$ cat src/design/input_mapper_pkg.sv
// constants, register map and types for the input function mapper
package input_mapper_pkg;
  localparam int num_channels = 9;
  localparam int num_filters = 8;
  localparam int num_masks = 8;
  localparam int mask_bits = 5;
  localparam int num_functions = 40;

  typedef logic signed [6:0] select_t;
  typedef logic [9:0] filter_t;
  typedef logic [4:0] mask_t;

  // selector range, sign gives polarity
  localparam int select_min = -37;
  localparam int select_max = 37;
  // filter time in units of 0.1 ms
  localparam filter_t filter_min = 10'h001;
  localparam filter_t filter_max = 10'h3E8;

  // reset values, channel one in the lowest slot; ninth channel starts unmapped
  localparam logic [8:0][6:0] select_reset = {7'h00, 7'h00, 7'h00, 7'h00, 7'h14,
                                             7'h04, 7'h03, 7'h02, 7'h01};
  localparam filter_t filter_reset = 10'h014;
  localparam mask_t mask_reset = 5'h00;
  localparam logic [1:0] inhibit_reset = 2'h3;
  localparam logic forced_reset = 1'b0;

  // function numbers with a meaning of their own inside the block
  localparam int fn_servo_on = 1;
  localparam int fn_forward_limit = 3;
  localparam int fn_reverse_limit = 4;

  // register word offsets (byte address is four times the word)
  localparam logic [5:0] word_select = 6'h00;
  localparam logic [5:0] word_filter = 6'h10;
  localparam logic [5:0] word_mask = 6'h20;
  localparam logic [5:0] word_inhibit = 6'h30;
  localparam logic [5:0] word_forced = 6'h31;
  localparam logic [5:0] word_inputs = 6'h34;
  localparam logic [5:0] word_func_low = 6'h35;
  localparam logic [5:0] word_func_high = 6'h36;

  // filter time base
  localparam int clk_period_ns = 4;
  localparam int filter_unit_ns = 100000;
  localparam int filter_unit_cycles = (filter_unit_ns + clk_period_ns - 1) / clk_period_ns;

  localparam logic [1:0] resp_okay = 2'h0;
  localparam logic [1:0] resp_slverr = 2'h2;
endpackage

$ cat src/design/input_function_mapper.sv
// input function mapper: pin filtering, polarity, mapping, forcing, axi4-lite registers
`timescale 1ns/10ps

module input_function_mapper #(
  parameter int tick_cycles = input_mapper_pkg::filter_unit_cycles
) (
  input wire logic clk,
  input wire logic rstn,
  input wire logic ce,
  input wire logic [7:0] input_pin_channel,
  input wire logic ninth_input_channel,
  input wire logic [31:0] awaddr,
  input wire logic awvalid,
  output logic awready,
  input wire logic [31:0] wdata,
  input wire logic [3:0] wstrb,
  input wire logic wvalid,
  output logic wready,
  output logic [1:0] bresp,
  output logic bvalid,
  input wire logic bready,
  input wire logic [31:0] araddr,
  input wire logic arvalid,
  output logic arready,
  output logic [31:0] rdata,
  output logic [1:0] rresp,
  output logic rvalid,
  input wire logic rready,
  output logic [39:0] function_state,
  output logic servo_on_request,
  output logic forward_permit,
  output logic reverse_permit
);
  localparam logic [15:0] tick_last = 16'(tick_cycles - 1);
  localparam logic [2:0] kind_none = 3'h0;
  localparam logic [2:0] kind_select = 3'h1;
  localparam logic [2:0] kind_filter = 3'h2;
  localparam logic [2:0] kind_mask = 3'h3;
  localparam logic [2:0] kind_inhibit = 3'h4;
  localparam logic [2:0] kind_forced = 3'h5;
  localparam logic [2:0] kind_status = 3'h6;

  function automatic logic [2:0] reg_kind(input logic [31:0] a);
    logic [5:0] w;
    w = a[7:2];
    reg_kind = kind_none;
    if (a[31:8] == 24'h000000) begin
      if (w < input_mapper_pkg::word_select + 6'(input_mapper_pkg::num_channels))
        reg_kind = kind_select;
      else if (w >= input_mapper_pkg::word_filter &&
               w < input_mapper_pkg::word_filter + 6'(input_mapper_pkg::num_filters))
        reg_kind = kind_filter;
      else if (w >= input_mapper_pkg::word_mask &&
               w < input_mapper_pkg::word_mask + 6'(input_mapper_pkg::num_masks))
        reg_kind = kind_mask;
      else if (w == input_mapper_pkg::word_inhibit)
        reg_kind = kind_inhibit;
      else if (w == input_mapper_pkg::word_forced)
        reg_kind = kind_forced;
      else if (w >= input_mapper_pkg::word_inputs && w <= input_mapper_pkg::word_func_high)
        reg_kind = kind_status;
    end
  endfunction

  function automatic logic [31:0] merge(input logic [31:0] old, input logic [31:0] d,
                                        input logic [3:0] s);
    for (int b = 0; b < 4; b++) begin
      merge[b*8 +: 8] = s[b] ? d[b*8 +: 8] : old[b*8 +: 8];
    end
  endfunction

  ////////////////////////////////////////////////////////////////////////////////
  // registers and bus state
  input_mapper_pkg::select_t sel [9];
  input_mapper_pkg::filter_t filt [8];
  input_mapper_pkg::mask_t mask [8];
  logic [1:0] inhibit_ignore;
  logic forced_enable;
  input_mapper_pkg::select_t next_sel [9];
  input_mapper_pkg::filter_t next_filt [8];
  input_mapper_pkg::mask_t next_mask [8];
  logic [1:0] next_inhibit_ignore;
  logic next_forced_enable;
  logic aw_held, w_held, next_aw_held, next_w_held;
  logic [31:0] aw_addr_q, w_data_q, next_aw_addr_q, next_w_data_q;
  logic [3:0] w_strb_q, next_w_strb_q;
  logic next_bvalid, next_rvalid;
  logic [1:0] next_bresp, next_rresp;
  logic [31:0] next_rdata;

  // filter and output state
  logic [8:0] sync1, sync2, filtered, next_filtered;
  logic [9:0] cnt [9];
  logic [9:0] next_cnt [9];
  logic [15:0] tick_cnt, next_tick_cnt;
  logic tick;
  logic [39:0] next_function_state, planned;
  logic next_servo_on, next_forward, next_reverse;

  // handshakes stall while the clock enable is low
  assign awready = ce & ~aw_held;
  assign wready = ce & ~w_held;
  assign arready = ce & ~rvalid;

  ////////////////////////////////////////////////////////////////////////////////
  // bus and register file
  always_comb begin
    logic [2:0] wk;
    logic [2:0] rk;
    logic [3:0] wi;
    logic [3:0] ri;
    logic [31:0] m;
    wk = reg_kind(aw_addr_q);
    rk = reg_kind(araddr);
    wi = aw_addr_q[5:2];
    ri = araddr[5:2];
    m = 32'h00000000;
    next_sel = sel;
    next_filt = filt;
    next_mask = mask;
    next_inhibit_ignore = inhibit_ignore;
    next_forced_enable = forced_enable;
    next_aw_held = aw_held;
    next_w_held = w_held;
    next_aw_addr_q = aw_addr_q;
    next_w_data_q = w_data_q;
    next_w_strb_q = w_strb_q;
    next_bvalid = bvalid;
    next_bresp = bresp;
    next_rvalid = rvalid;
    next_rresp = rresp;
    next_rdata = rdata;
    if (awvalid && awready) begin
      next_aw_held = 1'b1;
      next_aw_addr_q = awaddr;
    end
    if (wvalid && wready) begin
      next_w_held = 1'b1;
      next_w_data_q = wdata;
      next_w_strb_q = wstrb;
    end
    if (bvalid && bready)
      next_bvalid = 1'b0;
    if (aw_held && w_held && !bvalid) begin
      next_aw_held = 1'b0;
      next_w_held = 1'b0;
      next_bvalid = 1'b1;
      next_bresp = (wk == kind_none) ? input_mapper_pkg::resp_slverr
                                     : input_mapper_pkg::resp_okay;
      // out-of-range values are dropped so the map never points past the function set
      case (wk)
        kind_select: begin
          m = merge({{25{sel[wi][6]}}, sel[wi]}, w_data_q, w_strb_q);
          if ($signed(m) >= input_mapper_pkg::select_min &&
              $signed(m) <= input_mapper_pkg::select_max)
            next_sel[wi] = m[6:0];
        end
        kind_filter: begin
          m = merge({22'h000000, filt[wi[2:0]]}, w_data_q, w_strb_q);
          if (m >= 32'(input_mapper_pkg::filter_min) && m <= 32'(input_mapper_pkg::filter_max))
            next_filt[wi[2:0]] = m[9:0];
        end
        kind_mask: begin
          m = merge({27'h0000000, mask[wi[2:0]]}, w_data_q, w_strb_q);
          next_mask[wi[2:0]] = m[4:0];
        end
        kind_inhibit: begin
          m = merge({30'h00000000, inhibit_ignore}, w_data_q, w_strb_q);
          next_inhibit_ignore = m[1:0];
        end
        kind_forced: begin
          m = merge({31'h00000000, forced_enable}, w_data_q, w_strb_q);
          next_forced_enable = m[0];
        end
        default: begin
        end
      endcase
    end
    if (rvalid && rready)
      next_rvalid = 1'b0;
    if (arvalid && arready) begin
      next_rvalid = 1'b1;
      next_rresp = (rk == kind_none) ? input_mapper_pkg::resp_slverr
                                     : input_mapper_pkg::resp_okay;
      case (rk)
        kind_select: next_rdata = {{25{sel[ri][6]}}, sel[ri]};
        kind_filter: next_rdata = {22'h000000, filt[ri[2:0]]};
        kind_mask: next_rdata = {27'h0000000, mask[ri[2:0]]};
        kind_inhibit: next_rdata = {30'h00000000, inhibit_ignore};
        kind_forced: next_rdata = {31'h00000000, forced_enable};
        kind_status: begin
          if (araddr[7:2] == input_mapper_pkg::word_inputs)
            next_rdata = {23'h000000, filtered};
          else if (araddr[7:2] == input_mapper_pkg::word_func_low)
            next_rdata = function_state[31:0];
          else if (araddr[7:2] == input_mapper_pkg::word_func_high)
            next_rdata = {21'h000000, reverse_permit, forward_permit, servo_on_request,
                          function_state[39:32]};
          else
            next_rdata = 32'h00000000;
        end
        default: next_rdata = 32'h00000000;
      endcase
    end
  end

  always_ff @(posedge clk or negedge rstn) begin
    if (!rstn) begin
      for (int i = 0; i < 9; i++) begin
        sel[i] <= input_mapper_pkg::select_reset[i];
      end
      for (int i = 0; i < 8; i++) begin
        filt[i] <= input_mapper_pkg::filter_reset;
        mask[i] <= input_mapper_pkg::mask_reset;
      end
      inhibit_ignore <= input_mapper_pkg::inhibit_reset;
      forced_enable <= input_mapper_pkg::forced_reset;
      aw_held <= 1'b0;
      w_held <= 1'b0;
      aw_addr_q <= 32'h00000000;
      w_data_q <= 32'h00000000;
      w_strb_q <= 4'h0;
      bvalid <= 1'b0;
      bresp <= 2'h0;
      rvalid <= 1'b0;
      rresp <= 2'h0;
      rdata <= 32'h00000000;
    end else if (ce) begin
      sel <= next_sel;
      filt <= next_filt;
      mask <= next_mask;
      inhibit_ignore <= next_inhibit_ignore;
      forced_enable <= next_forced_enable;
      aw_held <= next_aw_held;
      w_held <= next_w_held;
      aw_addr_q <= next_aw_addr_q;
      w_data_q <= next_w_data_q;
      w_strb_q <= next_w_strb_q;
      bvalid <= next_bvalid;
      bresp <= next_bresp;
      rvalid <= next_rvalid;
      rresp <= next_rresp;
      rdata <= next_rdata;
    end
  end

  ////////////////////////////////////////////////////////////////////////////////
  // input filters, counted in 0.1 ms ticks
  assign tick = (tick_cnt == tick_last);

  // the first tick after a change may be partial, so the delay is up to one tick short
  always_comb begin
    logic [9:0] lim;
    lim = 10'h000;
    next_tick_cnt = tick ? 16'h0000 : tick_cnt + 16'h0001;
    next_filtered = filtered;
    next_cnt = cnt;
    for (int i = 0; i < 9; i++) begin
      lim = filt[(i < 8) ? i : 0];
      if (sync2[i] == filtered[i]) begin
        next_cnt[i] = 10'h000;
      end else if (tick) begin
        if (cnt[i] + 10'h001 >= lim) begin
          next_filtered[i] = sync2[i];
          next_cnt[i] = 10'h000;
        end else begin
          next_cnt[i] = cnt[i] + 10'h001;
        end
      end
    end
  end

  always_ff @(posedge clk or negedge rstn) begin
    if (!rstn) begin
      sync1 <= 9'h000;
      sync2 <= 9'h000;
      filtered <= 9'h000;
      tick_cnt <= 16'h0000;
      for (int i = 0; i < 9; i++) begin
        cnt[i] <= 10'h000;
      end
    end else if (ce) begin
      sync1 <= {ninth_input_channel, input_pin_channel};
      sync2 <= sync1;
      filtered <= next_filtered;
      tick_cnt <= next_tick_cnt;
      cnt <= next_cnt;
    end
  end

  ////////////////////////////////////////////////////////////////////////////////
  // function mapping and drive outputs
  always_comb begin
    logic [6:0] mag;
    mag = 7'h00;
    next_function_state = 40'h0000000000;
    planned = 40'h0000000000;
    for (int i = 0; i < 9; i++) begin
      mag = sel[i][6] ? 7'(-sel[i]) : sel[i];
      if (mag != 7'h00) begin
        planned[mag[5:0]] = 1'b1;
        next_function_state[mag[5:0]] = next_function_state[mag[5:0]] |
                                        (filtered[i] ^ sel[i][6]);
      end
    end
    for (int w = 0; w < input_mapper_pkg::num_masks; w++) begin
      next_function_state[w*input_mapper_pkg::mask_bits +: input_mapper_pkg::mask_bits] =
        next_function_state[w*input_mapper_pkg::mask_bits +: input_mapper_pkg::mask_bits] |
        mask[w];
    end
    next_servo_on = next_function_state[input_mapper_pkg::fn_servo_on] | forced_enable;
    next_forward = inhibit_ignore[0] |
                   next_function_state[input_mapper_pkg::fn_forward_limit];
    next_reverse = inhibit_ignore[1] |
                   next_function_state[input_mapper_pkg::fn_reverse_limit];
  end

  always_ff @(posedge clk or negedge rstn) begin
    if (!rstn) begin
      function_state <= 40'h0000000000;
      servo_on_request <= 1'b0;
      forward_permit <= 1'b0;
      reverse_permit <= 1'b0;
    end else if (ce) begin
      function_state <= next_function_state;
      servo_on_request <= next_servo_on;
      forward_permit <= next_forward;
      reverse_permit <= next_reverse;
    end
  end

  ////////////////////////////////////////////////////////////////////////////////
  // checks
  chk_polarity_invert: assert property (@(posedge clk) disable iff (!rstn)
    ce && sel[1] == 7'h7F && !filtered[1] |=> function_state[1])
    else $error("negative selector did not invert the input");
  chk_or_merge: assert property (@(posedge clk) disable iff (!rstn)
    ce && sel[0] == 7'h01 && (sel[1] == 7'h01 || sel[1] == 7'h7F) &&
    (filtered[0] | (filtered[1] ^ sel[1][6])) |=> function_state[1])
    else $error("shared function not ORed");
  chk_unplanned_off: assert property (@(posedge clk) disable iff (!rstn)
    ce && !planned[2] && !mask[0][2] |=> !function_state[2])
    else $error("unplanned function not off");
  chk_mask_forces: assert property (@(posedge clk) disable iff (!rstn)
    ce && mask[1][2] |=> function_state[7])
    else $error("force mask bit did not force its function on");
  chk_filter_tick: assert property (@(posedge clk) disable iff (!rstn)
    ce && !tick |=> $stable(filtered))
    else $error("filtered input moved between ticks");
  chk_filter_glitch: assert property (@(posedge clk) disable iff (!rstn)
    ce && sync2[8] == filtered[8] |=> filtered[8] == $past(filtered[8]) && cnt[8] == 10'h000)
    else $error("filter passed a level that was not pending");
  chk_limit_use: assert property (@(posedge clk) disable iff (!rstn)
    ce && inhibit_ignore == 2'h0 |=> forward_permit == function_state[3] &&
                                     reverse_permit == function_state[4])
    else $error("used limit does not follow its function");
  chk_ignore_permit: assert property (@(posedge clk) disable iff (!rstn)
    ce && inhibit_ignore[1] |=> reverse_permit)
    else $error("ignored reverse limit blocked motion");
  chk_forced_servo: assert property (@(posedge clk) disable iff (!rstn)
    ce && forced_enable |=> servo_on_request)
    else $error("forced enable did not assert servo on");
endmodule

$ cat config.mk
export PLATFORM = sky130hd
export DESIGN_NAME = input_function_mapper
export DESIGN_NICKNAME = d
export VERILOG_FILES = /design/src/design/input_mapper_pkg.sv /design/src/design/input_function_mapper.sv
export SDC_FILE = /design/constraint.sdc
export NUM_CORES = 2
export LEC_CHECK = 0
export ABC_CLOCK_PERIOD_IN_PS = 9500
export BUFFER_PORTS_ARGS = -buffer_cell sky130_fd_sc_hd__buf_2
export CAP_MARGIN = 10
export CORE_MARGIN = 5
export CORE_UTILIZATION = 41
export CTS_CLUSTER_DIAMETER = 60
export DETAILED_ROUTE_END_ITERATION = 8
export GPL_TIMING_DRIVEN = 0
export PLACE_DENSITY = 0.59
export SLEW_MARGIN = 25
export SYNTH_ARGS = -nofsm -noshare
export SYNTH_HDL_FRONTEND = slang
export SYNTH_SLANG_ARGS = --single-unit
export TNS_END_PERCENT = 5
$ cat constraint.sdc
create_clock -name clk -period 9.5 [get_ports clk]
set_clock_uncertainty 0.05 [all_clocks]
set_input_delay 0.475 -clock clk [delete_from_list [all_inputs] [get_ports clk]]
set_output_delay 0.475 -clock clk [all_outputs]
set_load 0.005 [all_outputs]
==> flow_summary.html <==
<table>
<tr><th>Metric</th><th>Value</th></tr>
<tr><th colspan="2">Worst setup path</th></tr>
<tr><td>Delay of the slowest cell on the worst path</td><td>0.60 ns</td></tr>
<tr><td>Crit path launch</td><td>sel[56]</td></tr>
<tr><td>Critical Path End Type</td><td>flop</td></tr>
<tr><td>Worst Path Required</td><td>9.97 ns</td></tr>
<tr><td>Worst setup path class</td><td>flop to flop</td></tr>
<tr><td>Crit path max-delay cell type</td><td>or4_4</td></tr>
<tr><td>Setup slack on the worst flop-to-flop path</td><td>0.01 ns</td></tr>
<tr><td>Depth of the worst register-to-register path</td><td>37</td></tr>
<tr><td>Endpoint of the most critical register-to-register path</td><td>function_state[20]</td></tr>
<tr><td>Critical path startpoint category</td><td>flop</td></tr>
<tr><td>Data arrival time of the critical path</td><td>9.95 ns</td></tr>
<tr><td>Cell mode on critical path</td><td>buf_6</td></tr>
<tr><td>Worst-path fanout max</td><td>10</td></tr>
<tr><td>Critical R2R Launch</td><td>sel[56]</td></tr>
<tr><td>Worst setup path endpoint</td><td>function_state[20]</td></tr>
<tr><th colspan="2">Final layout</th></tr>
<tr><td>Filler cells</td><td>9624</td></tr>
<tr><td>Final net count</td><td>5510</td></tr>
<tr><td>Commonest non-fill, non-tap cell in the layout</td><td>nand2_1</td></tr>
<tr><td>Highest-count cells in the layout ignoring fill and taps</td><td>715 x nand2_1, 446 x nor2_1, 441 x dfrtp_1</td></tr>
<tr><td>Layout overhead on the synthesized area</td><td>19.6%</td></tr>
<tr><td>Fraction of final layout cells sized beyond drive strength 1</td><td>22.3%</td></tr>
<tr><th colspan="2">GRT</th></tr>
<tr><td>Pin count of the biggest net entering global routing</td><td>87</td></tr>
<tr><td>Remaining global-route overflow</td><td>0</td></tr>
<tr><td>Initial antenna violation count</td><td>14</td></tr>
<tr><td>GRT Util Overall</td><td>38.3%</td></tr>
<tr><td>Global-route wire length before repair</td><td>298 mm</td></tr>
<tr><td>Vias in the first global route</td><td>43127</td></tr>
<tr><th colspan="2">Floorplanning</th></tr>
<tr><td>Starting density of the core</td><td>41.2%</td></tr>
<tr><td>Total number of placement rows</td><td>115</td></tr>
<tr><td>Floorplan core area</td><td>0.0981 sq mm</td></tr>
<tr><td>Die footprint</td><td>0.105 sq mm</td></tr>
<tr><td>Vertical extent of the die</td><td>324 um</td></tr>
<tr><td>Die width</td><td>324 um</td></tr>
<tr><td>Top-Level Pins</td><td>201</td></tr>
<tr><th colspan="2">Route</th></tr>
<tr><td>Number of iterations in the first detailed-routing pass</td><td>8</td></tr>
<tr><td>DR DRC count</td><td>0</td></tr>
<tr><td>DRT iter0 DRCs</td><td>5919</td></tr>
<tr><td>Remaining antenna violation count after routing</td><td>0</td></tr>
<tr><td>Via count of the routed design</td><td>45323</td></tr>
<tr><td>Via density per instance</td><td>6.84</td></tr>
<tr><td>Routed wirelength normalized by instance count</td><td>31.6 um</td></tr>
<tr><td>Overall routed net length</td><td>209 mm</td></tr>
<tr><th colspan="2">Synthesis</th></tr>
<tr><td>Number of synthesized flops with an enable pin</td><td>0</td></tr>
<tr><td>Fraction of registers with async set or reset after synthesis</td><td>100%</td></tr>
<tr><td>Main flop type after synthesis</td><td>dfrtp_1</td></tr>
<tr><td>Average cell area after synthesis</td><td>8.24 sq um</td></tr>
<tr><td>Count of synthesis-stage warnings from yosys</td><td>0</td></tr>
<tr><td>Sequential-to-total area share from yosys stat</td><td>28.9%</td></tr>
<tr><td>Unique masters post-synth</td><td>121</td></tr>
<tr><td>Flip-flop and latch count after synthesis</td><td>466</td></tr>
<tr><td>Synthesized area</td><td>0.0404 sq mm</td></tr>
<tr><td>Mapped Cells</td><td>4902</td></tr>
<tr><th colspan="2">Placement</th></tr>
<tr><td>Post-placement setup slack</td><td>-3.19 ns</td></tr>
<tr><td>Final estimated routing congestion in global placement</td><td>1.04</td></tr>
<tr><td>Half-perimeter wire length after placement</td><td>162 mm</td></tr>
<tr><td>Count of input and output buffers</td><td>193</td></tr>
<tr><th colspan="2">Pwr</th></tr>
<tr><td>Power density relative to cell area</td><td>123 mW/mm^2</td></tr>
<tr><td>Sequential fraction of design power</td><td>39.3%</td></tr>
<tr><td>Clock share of power</td><td>37.1%</td></tr>
<tr><td>Switching pwr</td><td>0.00200 W</td></tr>
<tr><td>Proportion of total power due to net switching</td><td>33.7%</td></tr>
<tr><td>Combinational power share</td><td>23.6%</td></tr>
<tr><td>Cell Int Power</td><td>0.00394 W</td></tr>
<tr><td>IR Drop Worst-Case VDD</td><td>0.145 mV</td></tr>
<tr><td>Leakage power</td><td>19.2 nW</td></tr>
<tr><th colspan="2">Clock network</th></tr>
<tr><td>Number of buffers created by CTS</td><td>54</td></tr>
<tr><td>Clock net sink count</td><td>466</td></tr>
<tr><td>Root buf cell</td><td>clkbuf_16</td></tr>
<tr><td>Number of buffers on the longest clock path</td><td>3</td></tr>
<tr><td>Insertion delay of the later-clocked pin in the worst-skew pair</td><td>0.64 ns</td></tr>
<tr><td>Deepest level of the CTS H-tree</td><td>2</td></tr>
<tr><td>CTS tree</td><td>built</td></tr>
<tr><td>Clock-pin slew of the registers on the worst-case setup and hold paths</td><td>0.06 ns</td></tr>
<tr><th colspan="2">Status</th></tr>
<tr><td>Status</td><td>finished, final reports clean</td></tr>
<tr><th colspan="2">Run</th></tr>
<tr><td>Max-cap violation count</td><td>0</td></tr>
<tr><th colspan="2">Hold path</th></tr>
<tr><td>Tightest Hold Check Type</td><td>input pin to flop</td></tr>
<tr><td>Worst hold path stage count</td><td>2</td></tr>
<tr><th colspan="2">STA</th></tr>
<tr><td>Final worst path period need</td><td>9.49 ns</td></tr>
<tr><td>Final Max Tran Viols</td><td>0</td></tr>
<tr><td>RSZ-0062 raised after global routing</td><td>true</td></tr>
<tr><td>Max transition margin</td><td>25.1%</td></tr>
<tr><td>Final total negative setup slack</td><td>0 ns</td></tr>
<tr><td>Final hold viol count</td><td>0</td></tr>
<tr><td>Final period util</td><td>99.9%</td></tr>
<tr><td>Setup violation total in the final timing report</td><td>0</td></tr>
<tr><td>Worst path setup slack after routing</td><td>0.0132 ns</td></tr>
<tr><td>Max Clock Freq</td><td>105 MHz</td></tr>
<tr><td>Worst Tran Pin Value</td><td>1.11 ns</td></tr>
</table>
==> power by group through the flow <==
stage                     clock network (W)  logic, W  registers [W]
after detailed placement                  0   0.00137        0.00237
after global routing                0.00232   0.00147        0.00235
after global placement                    0   0.00133        0.00236
after CTS                           0.00223   0.00138        0.00233
after floorplan                           0  0.000797        0.00231
final                               0.00220   0.00140        0.00234
==> per-layer routing <==
layer  GRT usage [%]  vias up  part of all wire, %
li1                -    19286                    -
met1            50.4    22267                   39
met2            59.3     3046                   44
met3            9.66      722                   11
met4            18.6        2                  5.8
met5               0        -               0.0033
==> kinds of logic (layout without fill, tap and decap cells) <==
group	count (synthesis)	in the layout	synth area share [%]
muxes	389	389	13.2
xor gates and xnor gates	145	145	3.21
AOI/OAI and AO/OA	1376	1376	24.1
other	1	10	0.00928
adders and majority gates	109	109	3.38
buffers and inverters	443	869	4.36
and+or+nand+nor	1973	1973	22.9
DFF	466	466	28.9
==> state kept, by name, summed over array words and instances (netlist names), 9 cells and up <==
signal,count
function_state,40
aw_addr_q,30
filtered,9
sync1,9
filt,80
sync2,9
sel,63
w_data_q,32
cnt,90
tick_cnt,16
rdata,32
mask,40
==> worst max-delay path: cells and delay by family, from the launching register on <==
| kind | cells | cell delay, ns |
|---|---|---|
| flops | 1 | 0.57 |
| fa+ha+maj | 1 | 0.23 |
| buf+inv | 11 | 1.90 |
| compound gates | 17 | 4.29 |
| simple gates | 7 | 2.07 |
| xor+xnor | 1 | 0.28 |
==> synth_stat cells, types with 88 or more instances <==
cell	count	area (sq um)
a211oi_1	89	668
a21oi_1	251	1260
clkbuf_1	230	863
dfrtp_1	441	11000
ha_1	109	1360
inv_1	133	499
mux2_2	257	2890
mux4_2	88	1980
nand2_1	720	2700
nand3_1	166	831
nand4_1	107	669
nor2_1	468	1760
nor3_1	119	596
o21ai_0	266	1330
xnor2_1	89	780
==> layout make-up <==
cell class / count / area [sq um] / share of cell area, %
buffer: 290 / 1360 / 2.81
antenna: 8 / 20.0 / 0.0414
timing repair buffer: 336 / 2250 / 4.65
multi-input combinational: 3994 / 29000 / 59.9
clock inverter: 23 / 319 / 0.660
sequential: 466 / 11700 / 24.2
tap: 1287 / 1610 / 3.33
inverter: 142 / 547 / 1.13
clock buffer: 78 / 1570 / 3.25
==> per-stage QoR <==
stage                     total power, W  instances  utilization (%)  hold WS, ns  instance area (sq um)
after global routing             0.00615       6619             49.2       0.0220                  48300
after CTS                        0.00594       6557             47.8     0.000191                  46900
final                            0.00594       6624             49.2       0.0305                  48300
after global placement           0.00369       6383             43.8        0.402                  43000
after detailed placement         0.00373       6394             44.2        0.406                  43400
after floorplan                  0.00311       4903                -        0.129                  40400
==> timing repair <==
item / 4_1_cts / 5_1_grt
hold endpoints to repair: 93 / 0
cloned: 0 / 1
resized for setup: 235 / 196
hold buffers: 14 / 0
pin swaps: 29 / 57
setup endpoints to repair: 43 / 42
setup buffers: 55 / 62
==> worst min path at each step <==
stage / from / to / slack [ns]
after floorplan: rstn / aw_addr_q[10] / 0.13
after global placement: cnt[25] / cnt[25] / 0.40
after detailed placement: cnt[25] / cnt[25] / 0.41
after CTS: awaddr[19] / aw_addr_q[19] / 0.0002
after global routing: awaddr[14] / aw_addr_q[14] / 0.02
final: awaddr[13] / aw_addr_q[13] / 0.03
(Power assumes the default switching activity.)
